[src/scs_defines.svh]
// Offsets, field positions, reset values and counts of the SDRAM command sequencer
`ifndef SCS_DEFINES_SVH
`define SCS_DEFINES_SVH
`define SCS_CFG_OFS 4'h0
`define SCS_STAT_OFS 4'h4
`define SCS_RCD_LSB 0
`define SCS_WR_LSB 3
`define SCS_RP_LSB 5
`define SCS_RC_LSB 8
`define SCS_CL3_BIT 11
`define SCS_RATE2X_BIT 12
`define SCS_NIBBLE_BIT 13
`define SCS_CFG_MASK 32'h0000_3fff
`define SCS_CFG_RESET 32'h0000_0121
`define SCS_INIT_REFRESHES 4'h8
`define SCS_SUSP_1X 3'h1
`define SCS_SUSP_2X 3'h2
`endif

[src/scs_pkg.sv]
// Types of the SDRAM command sequencer
`default_nettype none
package scs_pkg;
	typedef enum logic [3:0] {
		ST_IDLE = 4'b0000,
		ST_INIT_PRE = 4'b0001,
		ST_INIT_REF = 4'b0010,
		ST_INIT_MRS = 4'b0011,
		ST_ACT = 4'b0100,
		ST_COL = 4'b0101,
		ST_CAS_NOP = 4'b0110,
		ST_SUSP = 4'b0111,
		ST_CAPT = 4'b1000,
		ST_WREC = 4'b1001,
		ST_PRE = 4'b1010,
		ST_WAIT = 4'b1011
	} scs_state_t;
	// {cs_n, ras_n, cas_n, we_n}
	typedef enum logic [3:0] {
		CMD_MRS = 4'b0000,
		CMD_REF = 4'b0001,
		CMD_PRE = 4'b0010,
		CMD_ACT = 4'b0011,
		CMD_WRITE = 4'b0100,
		CMD_READ = 4'b0101,
		CMD_NOP = 4'b0111
	} scs_cmd_t;
endpackage
`default_nettype wire

[src/scs_sdram_sequencer.sv]
// SDRAM command sequencer: init, reads, writes, bursts, 8/4-bit data
//
// Added by the designer: the placing of the registers and the strobed register port.
`include "scs_defines.svh"
`default_nettype none
module scs_sdram_sequencer (
	input wire logic clk,
	input wire logic rstn,
	input wire logic [3:0] regAddr,
	input wire logic [31:0] regWdata,
	input wire logic regWrite,
	input wire logic regRead,
	output logic [31:0] regRdata,
	input wire logic reqValid,
	output logic reqReady,
	input wire logic reqWrite,
	input wire logic [21:0] reqAddr,
	input wire logic [4:0] reqLen,
	input wire logic [7:0] wrData,
	output logic wrTake,
	output logic [7:0] rdData,
	output logic rdValid,
	output logic sdramClk,
	output logic sdramCke,
	output logic [3:0] sdramCmd,
	output logic [11:0] sdramAddr,
	output logic [1:0] sdramBank,
	input wire logic [7:0] dqIn,
	output logic [7:0] dqOut,
	output logic dqOe
);
	// ********************************
	// Register port
	// ********************************
	logic [31:0] cfg_reg, cfg_next;
	logic [31:0] rdata_reg, rdata_next;
	logic initDone_reg, initDone_next;
	scs_pkg::scs_state_t state_reg, state_next;

	function automatic logic [2:0] field3(input logic [31:0] c, input int lsb);
		field3 = c[lsb +: 3];
	endfunction

	always_comb begin
		cfg_next = cfg_reg;
		rdata_next = 32'h0000_0000;
		if (regWrite && regAddr == `SCS_CFG_OFS) begin
			cfg_next = regWdata & `SCS_CFG_MASK;
		end
		if (regRead) begin
			case (regAddr)
				`SCS_CFG_OFS: rdata_next = cfg_reg;
				`SCS_STAT_OFS: rdata_next = {26'h0, state_reg, (state_reg != scs_pkg::ST_IDLE),
					initDone_reg};
				default: rdata_next = 32'h0000_0000;
			endcase
		end
	end

	always_ff @(posedge clk or negedge rstn) begin
		if (!rstn) begin
			cfg_reg <= `SCS_CFG_RESET;
			rdata_reg <= 32'h0000_0000;
		end else begin
			cfg_reg <= cfg_next;
			rdata_reg <= rdata_next;
		end
	end
	assign regRdata = rdata_reg;

	logic [2:0] rcd, rp3, rc;
	logic [1:0] wrd;
	logic cl3, rate2x, nibble;
	always_comb begin
		rcd = field3(cfg_reg, `SCS_RCD_LSB);
		rp3 = field3(cfg_reg, `SCS_RP_LSB);
		rc = field3(cfg_reg, `SCS_RC_LSB);
		wrd = cfg_reg[`SCS_WR_LSB +: 2];
		cl3 = cfg_reg[`SCS_CL3_BIT];
		rate2x = cfg_reg[`SCS_RATE2X_BIT];
		nibble = cfg_reg[`SCS_NIBBLE_BIT];
	end

	// ********************************
	// Data pin synchroniser
	// ********************************
	logic [7:0] dqMeta_reg, dqSync_reg;
	always_ff @(posedge clk or negedge rstn) begin
		if (!rstn) begin
			dqMeta_reg <= 8'h00;
			dqSync_reg <= 8'h00;
		end else begin
			dqMeta_reg <= dqIn;
			dqSync_reg <= dqMeta_reg;
		end
	end

	// ********************************
	// Sequencer
	// ********************************
	// Commands change as the SDRAM clock falls, so the chip samples them mid-cycle
	logic phase_reg, phase_next;
	logic sclk_reg, sclk_next;
	logic cke_reg, cke_next;
	scs_pkg::scs_state_t ret_reg, ret_next;
	logic [2:0] cnt_reg, cnt_next;
	logic [3:0] refs_reg, refs_next;
	logic isWrite_reg, isWrite_next;
	logic [21:0] addr_reg, addr_next;
	logic [4:0] len_reg, len_next;
	logic half_reg, half_next;
	logic [3:0] cmd_reg, cmd_next;
	logic [11:0] sa_reg, sa_next;
	logic [1:0] ba_reg, ba_next;
	logic [7:0] dqo_reg, dqo_next;
	logic dqOe_reg, dqOe_next;
	logic [7:0] rd_reg, rd_next;
	logic rdv_reg, rdv_next;
	logic take_reg, take_next;
	logic tick, accept, unitLast, pageEnd;
	logic [7:0] colAddr;

	always_comb begin
		tick = phase_reg;
		reqReady = (state_reg == scs_pkg::ST_IDLE) && initDone_reg && tick;
		accept = reqValid && reqReady && (reqLen != 5'h00);
		unitLast = !nibble || half_reg;
		pageEnd = nibble ? ((&addr_reg[6:0]) && half_reg) : (&addr_reg[7:0]);
		colAddr = nibble ? {addr_reg[6:0], half_reg} : addr_reg[7:0];
	end

	always_comb begin
		phase_next = !phase_reg;
		state_next = state_reg;
		ret_next = ret_reg;
		cnt_next = cnt_reg;
		refs_next = refs_reg;
		initDone_next = initDone_reg;
		isWrite_next = isWrite_reg;
		addr_next = addr_reg;
		len_next = len_reg;
		half_next = half_reg;
		cmd_next = cmd_reg;
		sa_next = sa_reg;
		ba_next = ba_reg;
		dqo_next = dqo_reg;
		dqOe_next = dqOe_reg;
		rd_next = rd_reg;
		rdv_next = 1'b0;
		take_next = 1'b0;
		cke_next = cke_reg;
		if (tick) begin
			cmd_next = scs_pkg::CMD_NOP;
			dqOe_next = 1'b0;
			cke_next = 1'b1;
			case (state_reg)
				scs_pkg::ST_IDLE: begin
					if (accept) begin
						isWrite_next = reqWrite;
						addr_next = reqAddr;
						len_next = reqLen;
						half_next = 1'b0;
						state_next = scs_pkg::ST_ACT;
					end
				end
				scs_pkg::ST_INIT_PRE: begin
					cmd_next = scs_pkg::CMD_PRE;
					sa_next = 12'h400;
					refs_next = `SCS_INIT_REFRESHES;
					cnt_next = rp3;
					ret_next = scs_pkg::ST_INIT_REF;
					state_next = (rp3 == 3'h0) ? scs_pkg::ST_INIT_REF : scs_pkg::ST_WAIT;
				end
				scs_pkg::ST_INIT_REF: begin
					cmd_next = scs_pkg::CMD_REF;
					refs_next = refs_reg - 4'h1;
					ret_next = (refs_reg == 4'h1) ? scs_pkg::ST_INIT_MRS : scs_pkg::ST_INIT_REF;
					cnt_next = rc;
					state_next = (rc == 3'h0) ? ret_next : scs_pkg::ST_WAIT;
				end
				scs_pkg::ST_INIT_MRS: begin
					cmd_next = scs_pkg::CMD_MRS;
					sa_next = {5'h00, cl3 ? 3'h3 : 3'h2, 4'h0};
					initDone_next = 1'b1;
					state_next = scs_pkg::ST_IDLE;
				end
				scs_pkg::ST_ACT: begin
					cmd_next = scs_pkg::CMD_ACT;
					// Half-width data halves the page, so the row starts one bit lower
					sa_next = nibble ? addr_reg[18:7] : addr_reg[19:8];
					ba_next = addr_reg[21:20];
					cnt_next = rcd;
					ret_next = scs_pkg::ST_COL;
					state_next = (rcd == 3'h0) ? scs_pkg::ST_COL : scs_pkg::ST_WAIT;
				end
				scs_pkg::ST_COL: begin
					cmd_next = isWrite_reg ? scs_pkg::CMD_WRITE : scs_pkg::CMD_READ;
					sa_next = {4'h0, colAddr};
					if (isWrite_reg) begin
						dqOe_next = 1'b1;
						// Low nibble first in four-bit mode
						dqo_next = !nibble ? wrData :
							(half_reg ? {4'h0, wrData[7:4]} : {4'h0, wrData[3:0]});
						take_next = unitLast;
						state_next = scs_pkg::ST_CAPT;
					end else begin
						state_next = cl3 ? scs_pkg::ST_CAS_NOP : scs_pkg::ST_SUSP;
						cnt_next = rate2x ? `SCS_SUSP_2X : `SCS_SUSP_1X;
					end
				end
				scs_pkg::ST_CAS_NOP: begin
					state_next = scs_pkg::ST_SUSP;
					cnt_next = rate2x ? `SCS_SUSP_2X : `SCS_SUSP_1X;
				end
				scs_pkg::ST_SUSP: begin
					cke_next = 1'b0;
					cnt_next = cnt_reg - 3'h1;
					if (cnt_reg == 3'h1) begin
						state_next = scs_pkg::ST_CAPT;
					end
				end
				scs_pkg::ST_CAPT: begin
					if (!isWrite_reg) begin
						if (nibble && !half_reg) begin
							rd_next = {4'h0, dqSync_reg[3:0]};
						end else begin
							rd_next = nibble ? {dqSync_reg[3:0], rd_reg[3:0]} : dqSync_reg;
							rdv_next = 1'b1;
						end
					end
					half_next = nibble && !half_reg;
					if (unitLast) begin
						addr_next = addr_reg + 22'h1;
						len_next = len_reg - 5'h1;
					end
					if ((unitLast && len_reg == 5'h1) || pageEnd) begin
						state_next = scs_pkg::ST_WREC;
						cnt_next = {1'b0, wrd} + 3'h1;
					end else begin
						state_next = scs_pkg::ST_COL;
					end
				end
				scs_pkg::ST_WREC: begin
					cnt_next = cnt_reg - 3'h1;
					if (cnt_reg == 3'h1) begin
						state_next = scs_pkg::ST_PRE;
					end
				end
				scs_pkg::ST_PRE: begin
					cmd_next = scs_pkg::CMD_PRE;
					sa_next = 12'h400;
					// More bytes left means a page crossing: reopen the next row
					ret_next = (len_reg != 5'h0) ? scs_pkg::ST_ACT : scs_pkg::ST_IDLE;
					cnt_next = {1'b0, rp3[1:0]};
					state_next = (rp3[1:0] == 2'h0) ? ret_next : scs_pkg::ST_WAIT;
				end
				scs_pkg::ST_WAIT: begin
					cnt_next = cnt_reg - 3'h1;
					if (cnt_reg == 3'h1) begin
						state_next = ret_reg;
					end
				end
				default: state_next = scs_pkg::ST_IDLE;
			endcase
		end
		// Stops only after the read command is clocked in; data then lands on a rising edge
		sclk_next = !phase_reg && cke_next;
	end

	always_ff @(posedge clk or negedge rstn) begin
		if (!rstn) begin
			phase_reg <= 1'b0;
			sclk_reg <= 1'b0;
			cke_reg <= 1'b1;
			state_reg <= scs_pkg::ST_INIT_PRE;
			ret_reg <= scs_pkg::ST_IDLE;
			cnt_reg <= 3'h0;
			refs_reg <= 4'h0;
			initDone_reg <= 1'b0;
			isWrite_reg <= 1'b0;
			addr_reg <= 22'h0;
			len_reg <= 5'h0;
			half_reg <= 1'b0;
			cmd_reg <= scs_pkg::CMD_NOP;
			sa_reg <= 12'h000;
			ba_reg <= 2'h0;
			dqo_reg <= 8'h00;
			dqOe_reg <= 1'b0;
			rd_reg <= 8'h00;
			rdv_reg <= 1'b0;
			take_reg <= 1'b0;
		end else begin
			phase_reg <= phase_next;
			sclk_reg <= sclk_next;
			cke_reg <= cke_next;
			state_reg <= state_next;
			ret_reg <= ret_next;
			cnt_reg <= cnt_next;
			refs_reg <= refs_next;
			initDone_reg <= initDone_next;
			isWrite_reg <= isWrite_next;
			addr_reg <= addr_next;
			len_reg <= len_next;
			half_reg <= half_next;
			cmd_reg <= cmd_next;
			sa_reg <= sa_next;
			ba_reg <= ba_next;
			dqo_reg <= dqo_next;
			dqOe_reg <= dqOe_next;
			rd_reg <= rd_next;
			rdv_reg <= rdv_next;
			take_reg <= take_next;
		end
	end

	assign sdramClk = sclk_reg;
	assign sdramCke = cke_reg;
	assign sdramCmd = cmd_reg;
	assign sdramAddr = sa_reg;
	assign sdramBank = ba_reg;
	assign dqOut = dqo_reg;
	assign dqOe = dqOe_reg;
	assign rdData = rd_reg;
	assign rdValid = rdv_reg;
	assign wrTake = take_reg;
endmodule
`default_nettype wire

[config.mk]
export PLATFORM = sky130hd
export DESIGN_NAME = scs_sdram_sequencer
export DESIGN_NICKNAME = d
export VERILOG_FILES = /design/src/scs_pkg.sv /design/src/scs_sdram_sequencer.sv
export VERILOG_INCLUDE_DIRS = /design/src
export SDC_FILE = /design/constraint.sdc
export NUM_CORES = 1
export LEC_CHECK = 0
export ABC_AREA = 1
export BUFFER_PORTS_ARGS = -buffer_cell sky130_fd_sc_hd__buf_2
export CAP_MARGIN = 5
export CORE_MARGIN = 3
export CORE_UTILIZATION = 45
export CTS_CLUSTER_DIAMETER = 60
export DETAILED_ROUTE_END_ITERATION = 8
export PLACE_DENSITY = 0.75
export SYNTH_ARGS = -nofsm -noshare
export SYNTH_HDL_FRONTEND = slang
export SYNTH_SLANG_ARGS = --single-unit
[constraint.sdc]
create_clock -name clk -period 2.55 [get_ports clk]
set_clock_uncertainty 0.2 [all_clocks]
set_input_delay 0.3825 -clock clk [delete_from_list [all_inputs] [get_ports clk]]
set_output_delay 0.3825 -clock clk [all_outputs]
set_load 0.01 [all_outputs]
Word-level counts from Yosys, hierarchy flattened
Index checks and enable logic that the tools add are counted.
Storage, ports and cells
  output and inout port bits: 72
  register bits: 147
  input bits: 85
  logic and storage cells: 151
Cells by class
  $add $sub $neg: 5
  equal/unequal tests: 23
  multiplexer cells: 52
  reduce and logical (&&, ||, !) cells: 45
  bitwise logic cells: 1
Operators by type and width (count)
  12-bit case mux with 4 select lines: 1
  22-bit two-way mux: 2
  4-bit two-way mux: 11
  22-bit case mux with 2 select lines: 1
  4-bit case mux with 11 select lines: 1
  32-bit two-way mux: 1
  8-bit two-way mux: 4
  14-bit case mux with 2 select lines: 1
  3-bit case mux with 8 select lines: 1
  22-bit by 1-bit adder with 22-bit output, second input constant: 1
  4-bit by 3-bit equality test with 1-bit output, second input constant: 5
  1-bit two-way mux: 17
  4-bit equality test, second input constant: 4
  4-bit case mux with 4 select lines: 1
  3-bit case mux with 5 select lines: 1
  2-bit != test, second input constant: 7
  12-bit two-way mux: 1
  3-bit AND reduction: 4
  4-bit AND reduction: 3
  4-bit nonzero test: 3
  5-bit two-way mux: 2
  5-bit case mux with 2 select lines: 1
  2-bit AND reduction: 5
  5-bit nonzero test: 2
  27 further kinds: 46

Depth between registers and ports, before layout
Gate-level depths: netlist of the first run.
  depth in word-level cells: 7
  gate-level depth with buffers: 11
  depth with buffers taken out: 10

Least setup slack after synthesis of the first run
Ideal clock, no wire load.
  path kind: reg-to-reg
  start: register state_reg[2]
  end: register refs_reg[2]
  cell stages (with the launch flop): 10
  library setup time: 0.123 ns
  path buffers: 0
  slack: 0.740 ns
  data arrival time: 1.487 ns
  cells stage by stage: dfrtp_1 inv_1 ha_1 nand3_1 inv_1 nand2_1 nand2_1 nand2_1 o21ai_0 a21oi_1
On the way
  longest elaborated chain between the ends: 3
Ends and longest elaborated chain
  from (decl): RTL line scs_sdram_sequencer.sv:38  | scs_pkg::scs_state_t state_reg, state_next;
  from (signal assigned): RTL line scs_sdram_sequencer.sv:275  | state_reg <= scs_pkg::ST_INIT_PRE;
  from (signal assigned): RTL line scs_sdram_sequencer.sv:296  | state_reg <= state_next;
  4-bit by 2-bit equality test with 1-bit output / 4-bit by 1-bit equality test with 1-bit output (equally long branches): RTL line scs_sdram_sequencer.sv:156  | case (state_reg)
  2-bit nonzero test (no line)
  2-bit AND reduction (no line)
  to (signal assigned): RTL line scs_sdram_sequencer.sv:299  | refs_reg <= refs_next;
  to (decl): RTL line scs_sdram_sequencer.sv:107  | logic [3:0] refs_reg, refs_next;
Several ways; a longest one is shown, not always the timed one.
A chain may end at the register's enable or synchronous reset.

Final worst setup path of the first run
  start: register state_reg[3]
  end: output port reqReady
On the way
  longest elaborated chain between the ends: 3
Ends and longest elaborated chain
  4-bit zero test: RTL line scs_sdram_sequencer.sv:125  | reqReady = (state_reg == scs_pkg::ST_IDLE) && initDone_reg && tick;
  1-bit logical AND (2 in a row): RTL line scs_sdram_sequencer.sv:125
  to (decl): RTL line scs_sdram_sequencer.sv:15  | output logic reqReady,
Every way passes these cells.

==> results of run 1 <==
==> placed cells by master, fill, tap and decap left out, types with 5 or more instances in the layout <==
| cell type | netlist | final |
|---|---|---|
| dlygate4sd3_1 | 0 | 15 |
| dfrtp_1 | 119 | 119 |
| a31oi_1 | 11 | 11 |
| clkinv_2 | 1 | 5 |
| clkbuf_16 | 0 | 17 |
| a21oi_1 | 25 | 25 |
| dfstp_2 | 8 | 8 |
| ha_1 | 12 | 12 |
| mux2_2 | 5 | 5 |
| o21ai_1 | 15 | 15 |
| o22ai_1 | 6 | 6 |
| nor3_1 | 11 | 11 |
| nand4_1 | 7 | 7 |
| nand3_1 | 70 | 70 |
| inv_1 | 77 | 77 |
| nand3b_1 | 6 | 6 |
| o21ai_0 | 57 | 57 |
| conb_1 | 1 | 19 |
| buf_4 | 24 | 17 |
| buf_2 | 10 | 118 |
| nor2_1 | 111 | 111 |
| nand2_1 | 283 | 283 |
==> power groups by stage <==
stage / Sequential [µW] / Combinational [µW] / Clock, µW
2_1_floorplan: 2150 / 225 / 0
3_3_place_gp: 2180 / 355 / 0
4_1_cts: 2150 / 380 / 2570
5_1_grt: 2150 / 432 / 2660
6_report: 2150 / 377 / 2530
3_5_place_dp: 2180 / 360 / 0
==> metrics by stage <==
stage	util [%]	hold slack (ps)	setup slack (ps)	instance area, µm²	power (µW)
2_1_floorplan	-	-113	740	6940	2380
3_3_place_gp	51.8	136	439	7650	2540
3_5_place_dp	51.8	135	388	7650	2540
4_1_cts	57.0	2.05	326	8410	5090
5_1_grt	57.0	10.0	183	8410	5250
6_report	57.0	13.3	340	8410	5050
==> final timing paths <==
path                       slack [ps]  depth (start not counted)                     start                 endpoint
hold / removal                     10                          3              regWdata[12]  cfg_reg[12]$_DFFE_PN0P_
min in group asynchronous         260                          2                      rstn   len_reg[1]$_DFFE_PN0P_
max in group asynchronous        1220                          3                      rstn  sdramCmd[0]$_DFFE_PN1P_
setup / recovery                  340                          5  state_reg[3]$_DFFE_PN0P_                 reqReady
hold reg to reg                   150                          0   dqMeta_reg[0]$_DFF_PN0_  dqSync_reg[0]$_DFF_PN0_
setup reg to reg                  340                          9  state_reg[3]$_DFFE_PN0P_  refs_reg[2]$_DFFE_PN0P_
==> worst max-delay path: stages (launching register included) <==
cell and delay, ps:
dfrtp_1 430, inv_1 100, ha_1 280, nand2_4 120
nor2_4 130, buf_2 160
==> logic make-up after synthesis <==
family / Yosys count / share of synthesized area (%)
simple gates: 504 / 30.9
flops: 127 / 46.4
fa+ha+maj: 12 / 2.18
compound gates: 122 / 9.55
other cells: 1 / 0.0545
buf+inv: 133 / 9.21
xor+xnor: 6 / 0.764
mux: 6 / 0.964
==> layout make-up <==
type	instances	area, µm²
multi-input cells	669	3120
clock inverters	11	166
flip-flops and latches	127	3190
fillers	1401	6340
clock buffers	21	450
inverters	82	309
well taps	184	230
repair buffers	154	948
==> timing repair <==
| action | CTS | global route |
|---|---|---|
| hold buffers | 15 | 0 |
| resized for setup | 0 | 0 |
| setup buffers | 0 | 0 |
| hold endpoints to repair | 42 | 0 |
==> per-layer routing <==
metal / GRT usage [%] / vias to the layer above / share of wire (%)
met4: 7.09 / 0 / 2.2
met2: 35.8 / 189 / 49
li1: - / 3163 / -
met1: 28.9 / 2932 / 44
met5: 0 / - / 0
met3: 4.99 / 30 / 5.0
==> impl_metrics.toml, run 1 <==
[timing]
finalCritPeriodShare_pct = 86.7
maxSlewHeadroom_pct = 53.7
fin_crit_ps = 2210
finalMaxSlewViolations = 0
setup_tns_ps = 0
hold_viol = 0
finalSetupViolCount = 0
rsz0062_at_grt = "false"
worst_pin_slew_ps = 693
max_freq_mhz = 453

[route]
firstDrtPassIters = 5
vias_per_cell = 5.06
wl_um = 17900
wl_per_cell_um = 14.3
ant_nets = 0
drtIter0Drc = 438
drcViolationCount = 0
via_count = 6314

[cells_and_area]
layout.nets = 1148
diodes = 0
largest_register_ffs = 22
drive_gt1_share_pct = 18.7
fin_cells = 1248
syn2layout_area_growth_pct = 22.4

[synthesis]
netlist_area_um2 = 6880
syn_area_per_cell_um2 = 7.55
synth_warnings = 0
ys_seq_area_share_pct = 46.4
yosys.area.top_type_share_pct = 43.3
ys_seq_elements = 127
synth_edf_count = 0
syn-instance-count = 911
synth-async-reset-ratio_pct = 100
synth_most_common_cell = "nand2_1"
synthTopCellsByCount = "nand2_1 (283), dfrtp_1 (119), nor2_1 (111)"
synth.area.top_cells = "dfrtp_1 (43%), nand2_1 (15%), nor2_1 (6.1%), nand3_1 (5.1%), inv_1 (4.2%)"
synthFlopType = "dfrtp_1"
synth_top_area_cell = "dfrtp_1"
synth_cell_types = 43

[global_routing]
grt_pass1_wl_um = 28900
grt_pass1_vias = 5936
grtUsageTotal_pct = 21.8
grt_max_degree = 51
antenna_found_initial = 0
grt_overflow = 0

[placed_design]
hpwl_um = 13000
port_buffers = 119
dp.cells = 1201
place.gp.congestion = 0.942

[critical_path]
crit_fanout = 4
endpoint_kind = "primary output"
required_ps = 1970
crit_type = "register to primary output"
arrival_ps = 1630
cp-start-kind = "register"

[floorplanning]
start_util_pct = 46.6
core_area_um2 = 14800
ios = 157
rows = 44
die_h_um = 130
die_x_um = 130
die-area_um2 = 16800

[job]
maxCapViolCount = 0

[clock_network]
clock_path_buffers = 2
clock_latency_ps = 420
numCtsBuffers = 17
h-tree-depth = 4
cts_tree = "built"
cts-root-buf = "clkbuf_16"
clk_transition_reported_paths_ps = 50
cts.sinks = 127

[worst_hold_path]
hold_class = "primary input to register"

[pwr]
ir_drop_v = 0.000493
sw_frac_of_total_pct = 23.0
p_clk_share_pct = 50.0
pwr-share-seq_pct = 42.5
comb_power_share_pct = 7.5
p_int_uw = 3890
power_switching_uw = 1160
p_leak_uw = 0.00436
p_per_area_nw_per_um2 = 601

[run_status]
status = "finished clean"
Power figures use the tool's default switching activity.
==> inputs of run 2 (changes only) <==
CORE_ASPECT_RATIO = 0.5   (was unset)
==> run 2 against run 1 <==
Compared with the run above:
- hold slack got worse by 10 ps
- largest cell class unchanged
- first-iteration DRC count rose by 16%
- critical endpoint is now sdramAddr[11]$_DFFE_PN0P_
- critical path depth rose by 3
- routed wire length rose by 4.0%
- worst setup slack got worse by 42 ps
- total power fell by 0.57%
- largest power group unchanged
- cell count rose by 1.0%
- combinational power barely moved
==> impl_metrics.toml, run 2 (synthesis gave the netlist of run 1 again) <==
[run_status]
status = "finished clean"

[cells_and_area]
seq_area_um2 = 3190
layout.nets = 1147
fillers = 1343
final_cell_mix = "nand2_1 (283), dfrtp_1 (119), buf_2 (118)"
multiInputGateArea_um2 = 3120
drive_gt1_share_pct = 18.9
largest_register_ffs = 22
diodes = 0
final_common_cell = "nand2_1"
syn2layout_area_growth_pct = 22.1

[global_routing]
grtUsageTotal_pct = 22.4
grt_overflow = 0
antenna_found_initial = 0
grt_pass1_vias = 6114
grt_max_degree = 46
grt_pass1_wl_um = 30400

[floorplanning]
start_util_pct = 46.8
ios = 157
rows = 31
die_h_um = 93.4
die_x_um = 181
core_area_um2 = 14700
die-area_um2 = 16900

[critical_path]
crit_type = "register to register"
required_ps = 2690
worstRegToRegCells = 8
crit_fanout = 11
arrival_ps = 2390
cp-start-kind = "register"
r2r_setup_slack_ps = 300
r2r_start = "state_reg[2]$_DFFE_PN0P_"
endpoint_kind = "register"
r2r_end = "sdramAddr[11]$_DFFE_PN0P_"

[placed_design]
place.gp.congestion = 0.903
pre_cts_ws_ps = 354
port_buffers = 119
hpwl_um = 13300

[worst_hold_path]
hold_class = "primary input to register"
min-delay-start = "regWdata[3]"
holdPathEnd = "cfg_reg[3]$_DFFE_PN0P_"
min_path_cells = 2

[clock_network]
cts_resized = 0
clk_transition_reported_paths_ps = 70
cts_tree = "built"
clock_path_buffers = 2
clock_latency_ps = 420
h-tree-depth = 4
cts.sinks = 127
cts-root-buf = "clkbuf_16"
numCtsBuffers = 17

[timing]
finalSetupViolCount = 0
rsz0062_at_grt = "false"
fin_ws_ps = 298
finalMaxSlewViolations = 0
setup_tns_ps = 0
max_freq_mhz = 444
worst_pin_slew_ps = 692
hold_viol = 0
fin_crit_ps = 2250
maxSlewHeadroom_pct = 53.7
finalCritPeriodShare_pct = 88.3

[pwr]
p_total_uw = 5030
p_per_area_nw_per_um2 = 599
ir_drop_v = 0.000564
p_leak_uw = 0.00434

[route]
wl_um = 18600
wl_per_cell_um = 14.7
drcViolationCount = 0
via_count = 6370
vias_per_cell = 5.05
drtIter0Drc = 509
firstDrtPassIters = 8
ant_nets = 0

[job]
maxCapViolCount = 0
run 2: power by group:
part | leakage (µW) | internal, µW | total [µW] | switching, µW
clock | 0.000293 | 1470 | 2510 | 1030
sequential | 0.00157 | 2090 | 2140 | 56.0
combinational | 0.00247 | 145 | 378 | 232
run 2: metrics by stage:
| step | util [%] | instances | hold slack [ps] | cell area, µm² |
|---|---|---|---|---|
| after floorplan | - | 929 | -113 | 6940 |
| after CTS | 57.1 | 1261 | 3.11 | 8390 |
| after global placement | 52.0 | 1214 | 132 | 7640 |
| after global routing | 57.1 | 1261 | 2.49 | 8390 |
| after detailed placement | 52.0 | 1214 | 135 | 7640 |
| final | 57.1 | 1261 | 3.13 | 8390 |
run 2: per-layer routing:
layer	routed length, µm	track usage [%]
met4	330	7.85
met3	1290	4.04
met5	0	0
met2	8700	36.9
met1	8280	30.2
run 2: timing repair:
action	CTS	global route
hold buffers	15	0
endpoints found under the hold margin	46	0
setup buffers	0	0
run 2: worst max-delay path by stage:
| stage | from | endpoint | slack [ps] | cells after the start |
|---|---|---|---|---|
| after global routing | state_reg[2]$_DFFE_PN0P_ | sdramAddr[8]$_DFFE_PN0P_ | 120 | 8 |
| after detailed placement | state_reg[3]$_DFFE_PN0P_ | len_reg[0]$_DFFE_PN0P_ | 350 | 10 |
| after floorplan | state_reg[2]$_DFFE_PN0P_ | refs_reg[2]$_DFFE_PN0P_ | 740 | 9 |
| after CTS | state_reg[3]$_DFFE_PN0P_ | reqReady | 300 | 5 |
| after global placement | state_reg[3]$_DFFE_PN0P_ | addr_reg[2]$_DFFE_PN0P_ | 400 | 10 |
| final | state_reg[2]$_DFFE_PN0P_ | sdramAddr[11]$_DFFE_PN0P_ | 300 | 8 |
run 2: layout make-up:
class,instances,share of cell area (%)
multi-input combinational,669,37.2
clock buffer,17,5.07
timing repair buffer,153,11.1
inverter,82,3.68
sequential,127,38.0
clock inverter,15,2.07
tap,198,2.95
run 2: worst max-delay path: stages, from the launching register on:
cell	delay, ps
dfrtp_1	410
inv_1	90
ha_1	280
nand3_1	260
nand4_1	250
o21ai_2	310
buf_4	230
nand2_1	60
o21ai_0	70
==> inputs of run 3 (changes only) <==
ABC_AREA = 0   (was 1)
PLACE_DENSITY = 0.76   (was 0.75)
==> run 3 against run 2 <==
Compared with the run above:
- via count decreased by 4.9%
- hold slack improved by 6.3 ps
- synthesized area is 1.2% lower
- cell count decreased by 17%
- fmax is 8.1% lower
- first-iteration DRC count shrank 7.3%
- combinational power rose by 4%
- routed wire length grew 0.82%
- core utilization rose by 1.4 points
- synthesized cell count is 25% lower
- global-route usage up 0.22 points
==> impl_metrics.toml, run 3 <==
[pwr]
p_per_area_nw_per_um2 = 576
p_clk_share_pct = 47.9
comb_power_share_pct = 8.0
p_int_uw = 3710
p_leak_uw = 0.00411
pwr-share-seq_pct = 44.0
ir_drop_v = 0.000487
sw_frac_of_total_pct = 24.6
power_switching_uw = 1210

[placed_design]
hpwl_um = 13300
place.gp.congestion = 0.915
port_buffers = 119

[synthesis]
synthAdderAreaFrac_pct = 2.21
synth-compound-area-share_pct = 21.9
yosys.area_share.simple_pct = 14.9
synthXorXnorAreaFrac_pct = 0.129
synthFlopType = "dfrtp_1"
yosys.area.top_type_share_pct = 43.8
synth_edf_count = 0
syn-instance-count = 685
synth_top_area_cell = "dfrtp_1"
syn_area_per_cell_um2 = 9.91
synth_cell_types = 71
synth_warnings = 0
synth.area.top_cells = "dfrtp_1 (44%), mux2_2 (4.0%), nand2_1 (3.9%), o21ai_0 (3.7%), mux2i_1 (3.4%)"
synthTopCellsByCount = "dfrtp_1 (119), nand2_1 (71), o21ai_0 (50)"
ys_seq_elements = 127
synth-async-reset-ratio_pct = 100
synth_most_common_cell = "dfrtp_1"
synth.area.mux_share_pct = 7.37
synth_top_family_by_area = "compound AO/OA/AOI/OAI gates"
ys_seq_area_share_pct = 46.9
netlist_area_um2 = 6790

[clock_network]
cts.sinks = 127
clock_path_buffers = 2
numCtsBuffers = 17
post-cts-setup-buffers = 0
clock_latency_ps = 410
cts-root-buf = "clkbuf_16"
cts_tree = "built"
h-tree-depth = 4
clk_transition_reported_paths_ps = 60

[timing]
finalSetupViolCount = 0
fin_crit_ps = 2450
finalCritPeriodShare_pct = 96.1
rsz0062_at_grt = "false"
max_freq_mhz = 408
worst_pin_slew_ps = 693
maxSlewHeadroom_pct = 53.8
finalMaxSlewViolations = 0
hold_viol = 0
holdWs_ps = 9.47
setup_tns_ps = 0

[job]
maxCapViolCount = 0

[route]
wl_per_cell_um = 17.9
drtIter0Drc = 472
via_count = 6058
firstDrtPassIters = 5
vias_per_cell = 5.77
wl_um = 18700
ant_nets = 0
drcViolationCount = 0

[critical_path]
r2r_start = "state_reg[3]$_DFFE_PN0P_"
endpoint_kind = "primary output"
crit_chain = "inv_1, ha_1, or3b_4, buf_4, nor2_1, buf_2"
cp_slowest_cell = "or3b_4"
arrival_ps = 1870
crit_fanout = 4
cp-start-kind = "register"
r2r_end = "addr_reg[6]$_DFFE_PN0P_"
critical-path-max-stage-delay_ps = 410
worstRegToRegCells = 8
r2r_setup_slack_ps = 110
startpoint = "state_reg[3]$_DFFE_PN0P_"
required_ps = 1970
crit_type = "register to primary output"

[run_status]
status = "finished clean"

[floorplanning]
die_x_um = 180
ios = 157
die-area_um2 = 16700
start_util_pct = 46.4
core_area_um2 = 14600
die_h_um = 92.9
rows = 31

[global_routing]
grtUsageTotal_pct = 22.6
grt_pass1_vias = 6035
antenna_found_initial = 0
grt_pass1_wl_um = 30700
grt_overflow = 0
grt_max_degree = 50

[worst_hold_path]
min-delay-start = "regWdata[3]"
min_path_cells = 2
holdPathEnd = "cfg_reg[3]$_DFFE_PN0P_"
hold_class = "primary input to register"

[cells_and_area]
final_common_cell = "dfrtp_1"
diodes = 0
final_core_util_pct = 58.5
syn2layout_area_growth_pct = 26.0
drive_gt1_share_pct = 29.2
final_cell_mix = "dfrtp_1 (119), buf_2 (118), nand2_1 (71)"
layout.nets = 936
largest_register_ffs = 22
## run 3: cell types whose count changed after synthesis, moves of 15 or more
cell,change
nor2b_1,+16
nor2_1,-84
inv_1,-60
a22oi_1,+16
clkbuf_1,+18
mux2i_1,+22
nand3_1,-46
o21ai_1,-15
mux2_2,+19
nand2_1,-212
and3_1,+15
## run 3: repair_timing
item / in CTS / in global routing
endpoints found under the setup margin: 0 / 5
hold endpoints to repair: 54 / 1
gates resized for setup: 0 / 3
hold buffers: 16 / 1
## run 3: worst max-delay path by stage
stage                                   end  slack (ps)
finish                             reqReady         100
global route        addr_reg[6]$_DFFE_PN0P_           9
CTS                                reqReady          50
detailed placement  addr_reg[6]$_DFFE_PN0P_          40
global placement    addr_reg[6]$_DFFE_PN0P_          90
floorplan            len_reg[1]$_DFFE_PN0P_         100
## run 3: kinds of logic after synthesis
kind of cell | count (synthesis)
AO/OA/AOI/OAI | 211
AND/OR/NAND/NOR | 200
flip-flops | 127
buffers and inverters | 86
multiplexers | 47
adder cells (fa/ha/maj) | 12
other | 1
XOR/XNOR | 1
## run 3: worst max-delay path: cells and delay by family (launching register included)
| kind | cells | cell delay [ps] |
|---|---|---|
| adder cells (fa/ha/maj) | 1 | 170 |
| buffers and inverters | 3 | 390 |
| AND/OR/NAND/NOR | 2 | 510 |
| flip-flops | 1 | 400 |
## run 3: final cells by class
class,count,area (µm²)
Clock buffer,21,470
Clock inverter,11,108
Fill cell,1237,6070
Inverter,19,71.3
Multi-Input combinational cell,490,3240
Sequential cell,127,3190
Tap cell,198,248
Timing Repair Buffer,184,1230
## run 3: metrics by stage
stage               std cells  total power, µW  setup WS (ps)  cell area (µm²)
global route             1050             5090           9.18             8560
global placement         1001             2560           87.0             7800
floorplan                 703             2410           95.9             6860
finish                   1050             4920           98.7             8560
CTS                      1049             4950           45.8             8540
detailed placement       1001             2570           43.1             7800
## run 3: power groups by stage
stage               Clock (µW)  Combinational [µW]  Sequential [µW]
floorplan                    0                 244             2170
global placement             0                 360             2200
detailed placement           0                 374             2200
CTS                       2390                 395             2170
global route              2480                 437             2180
finish                    2360                 395             2170
## run 3: routing by layer
layer  wire length (µm)  GRT usage (%)  vias to the layer above
met2               8690           36.9                      263
li1                   -              -                     2788
met5                  0              0                        -
met1               8440           30.4                     2981
met4                284           7.01                        0
met3               1330           5.26                       26
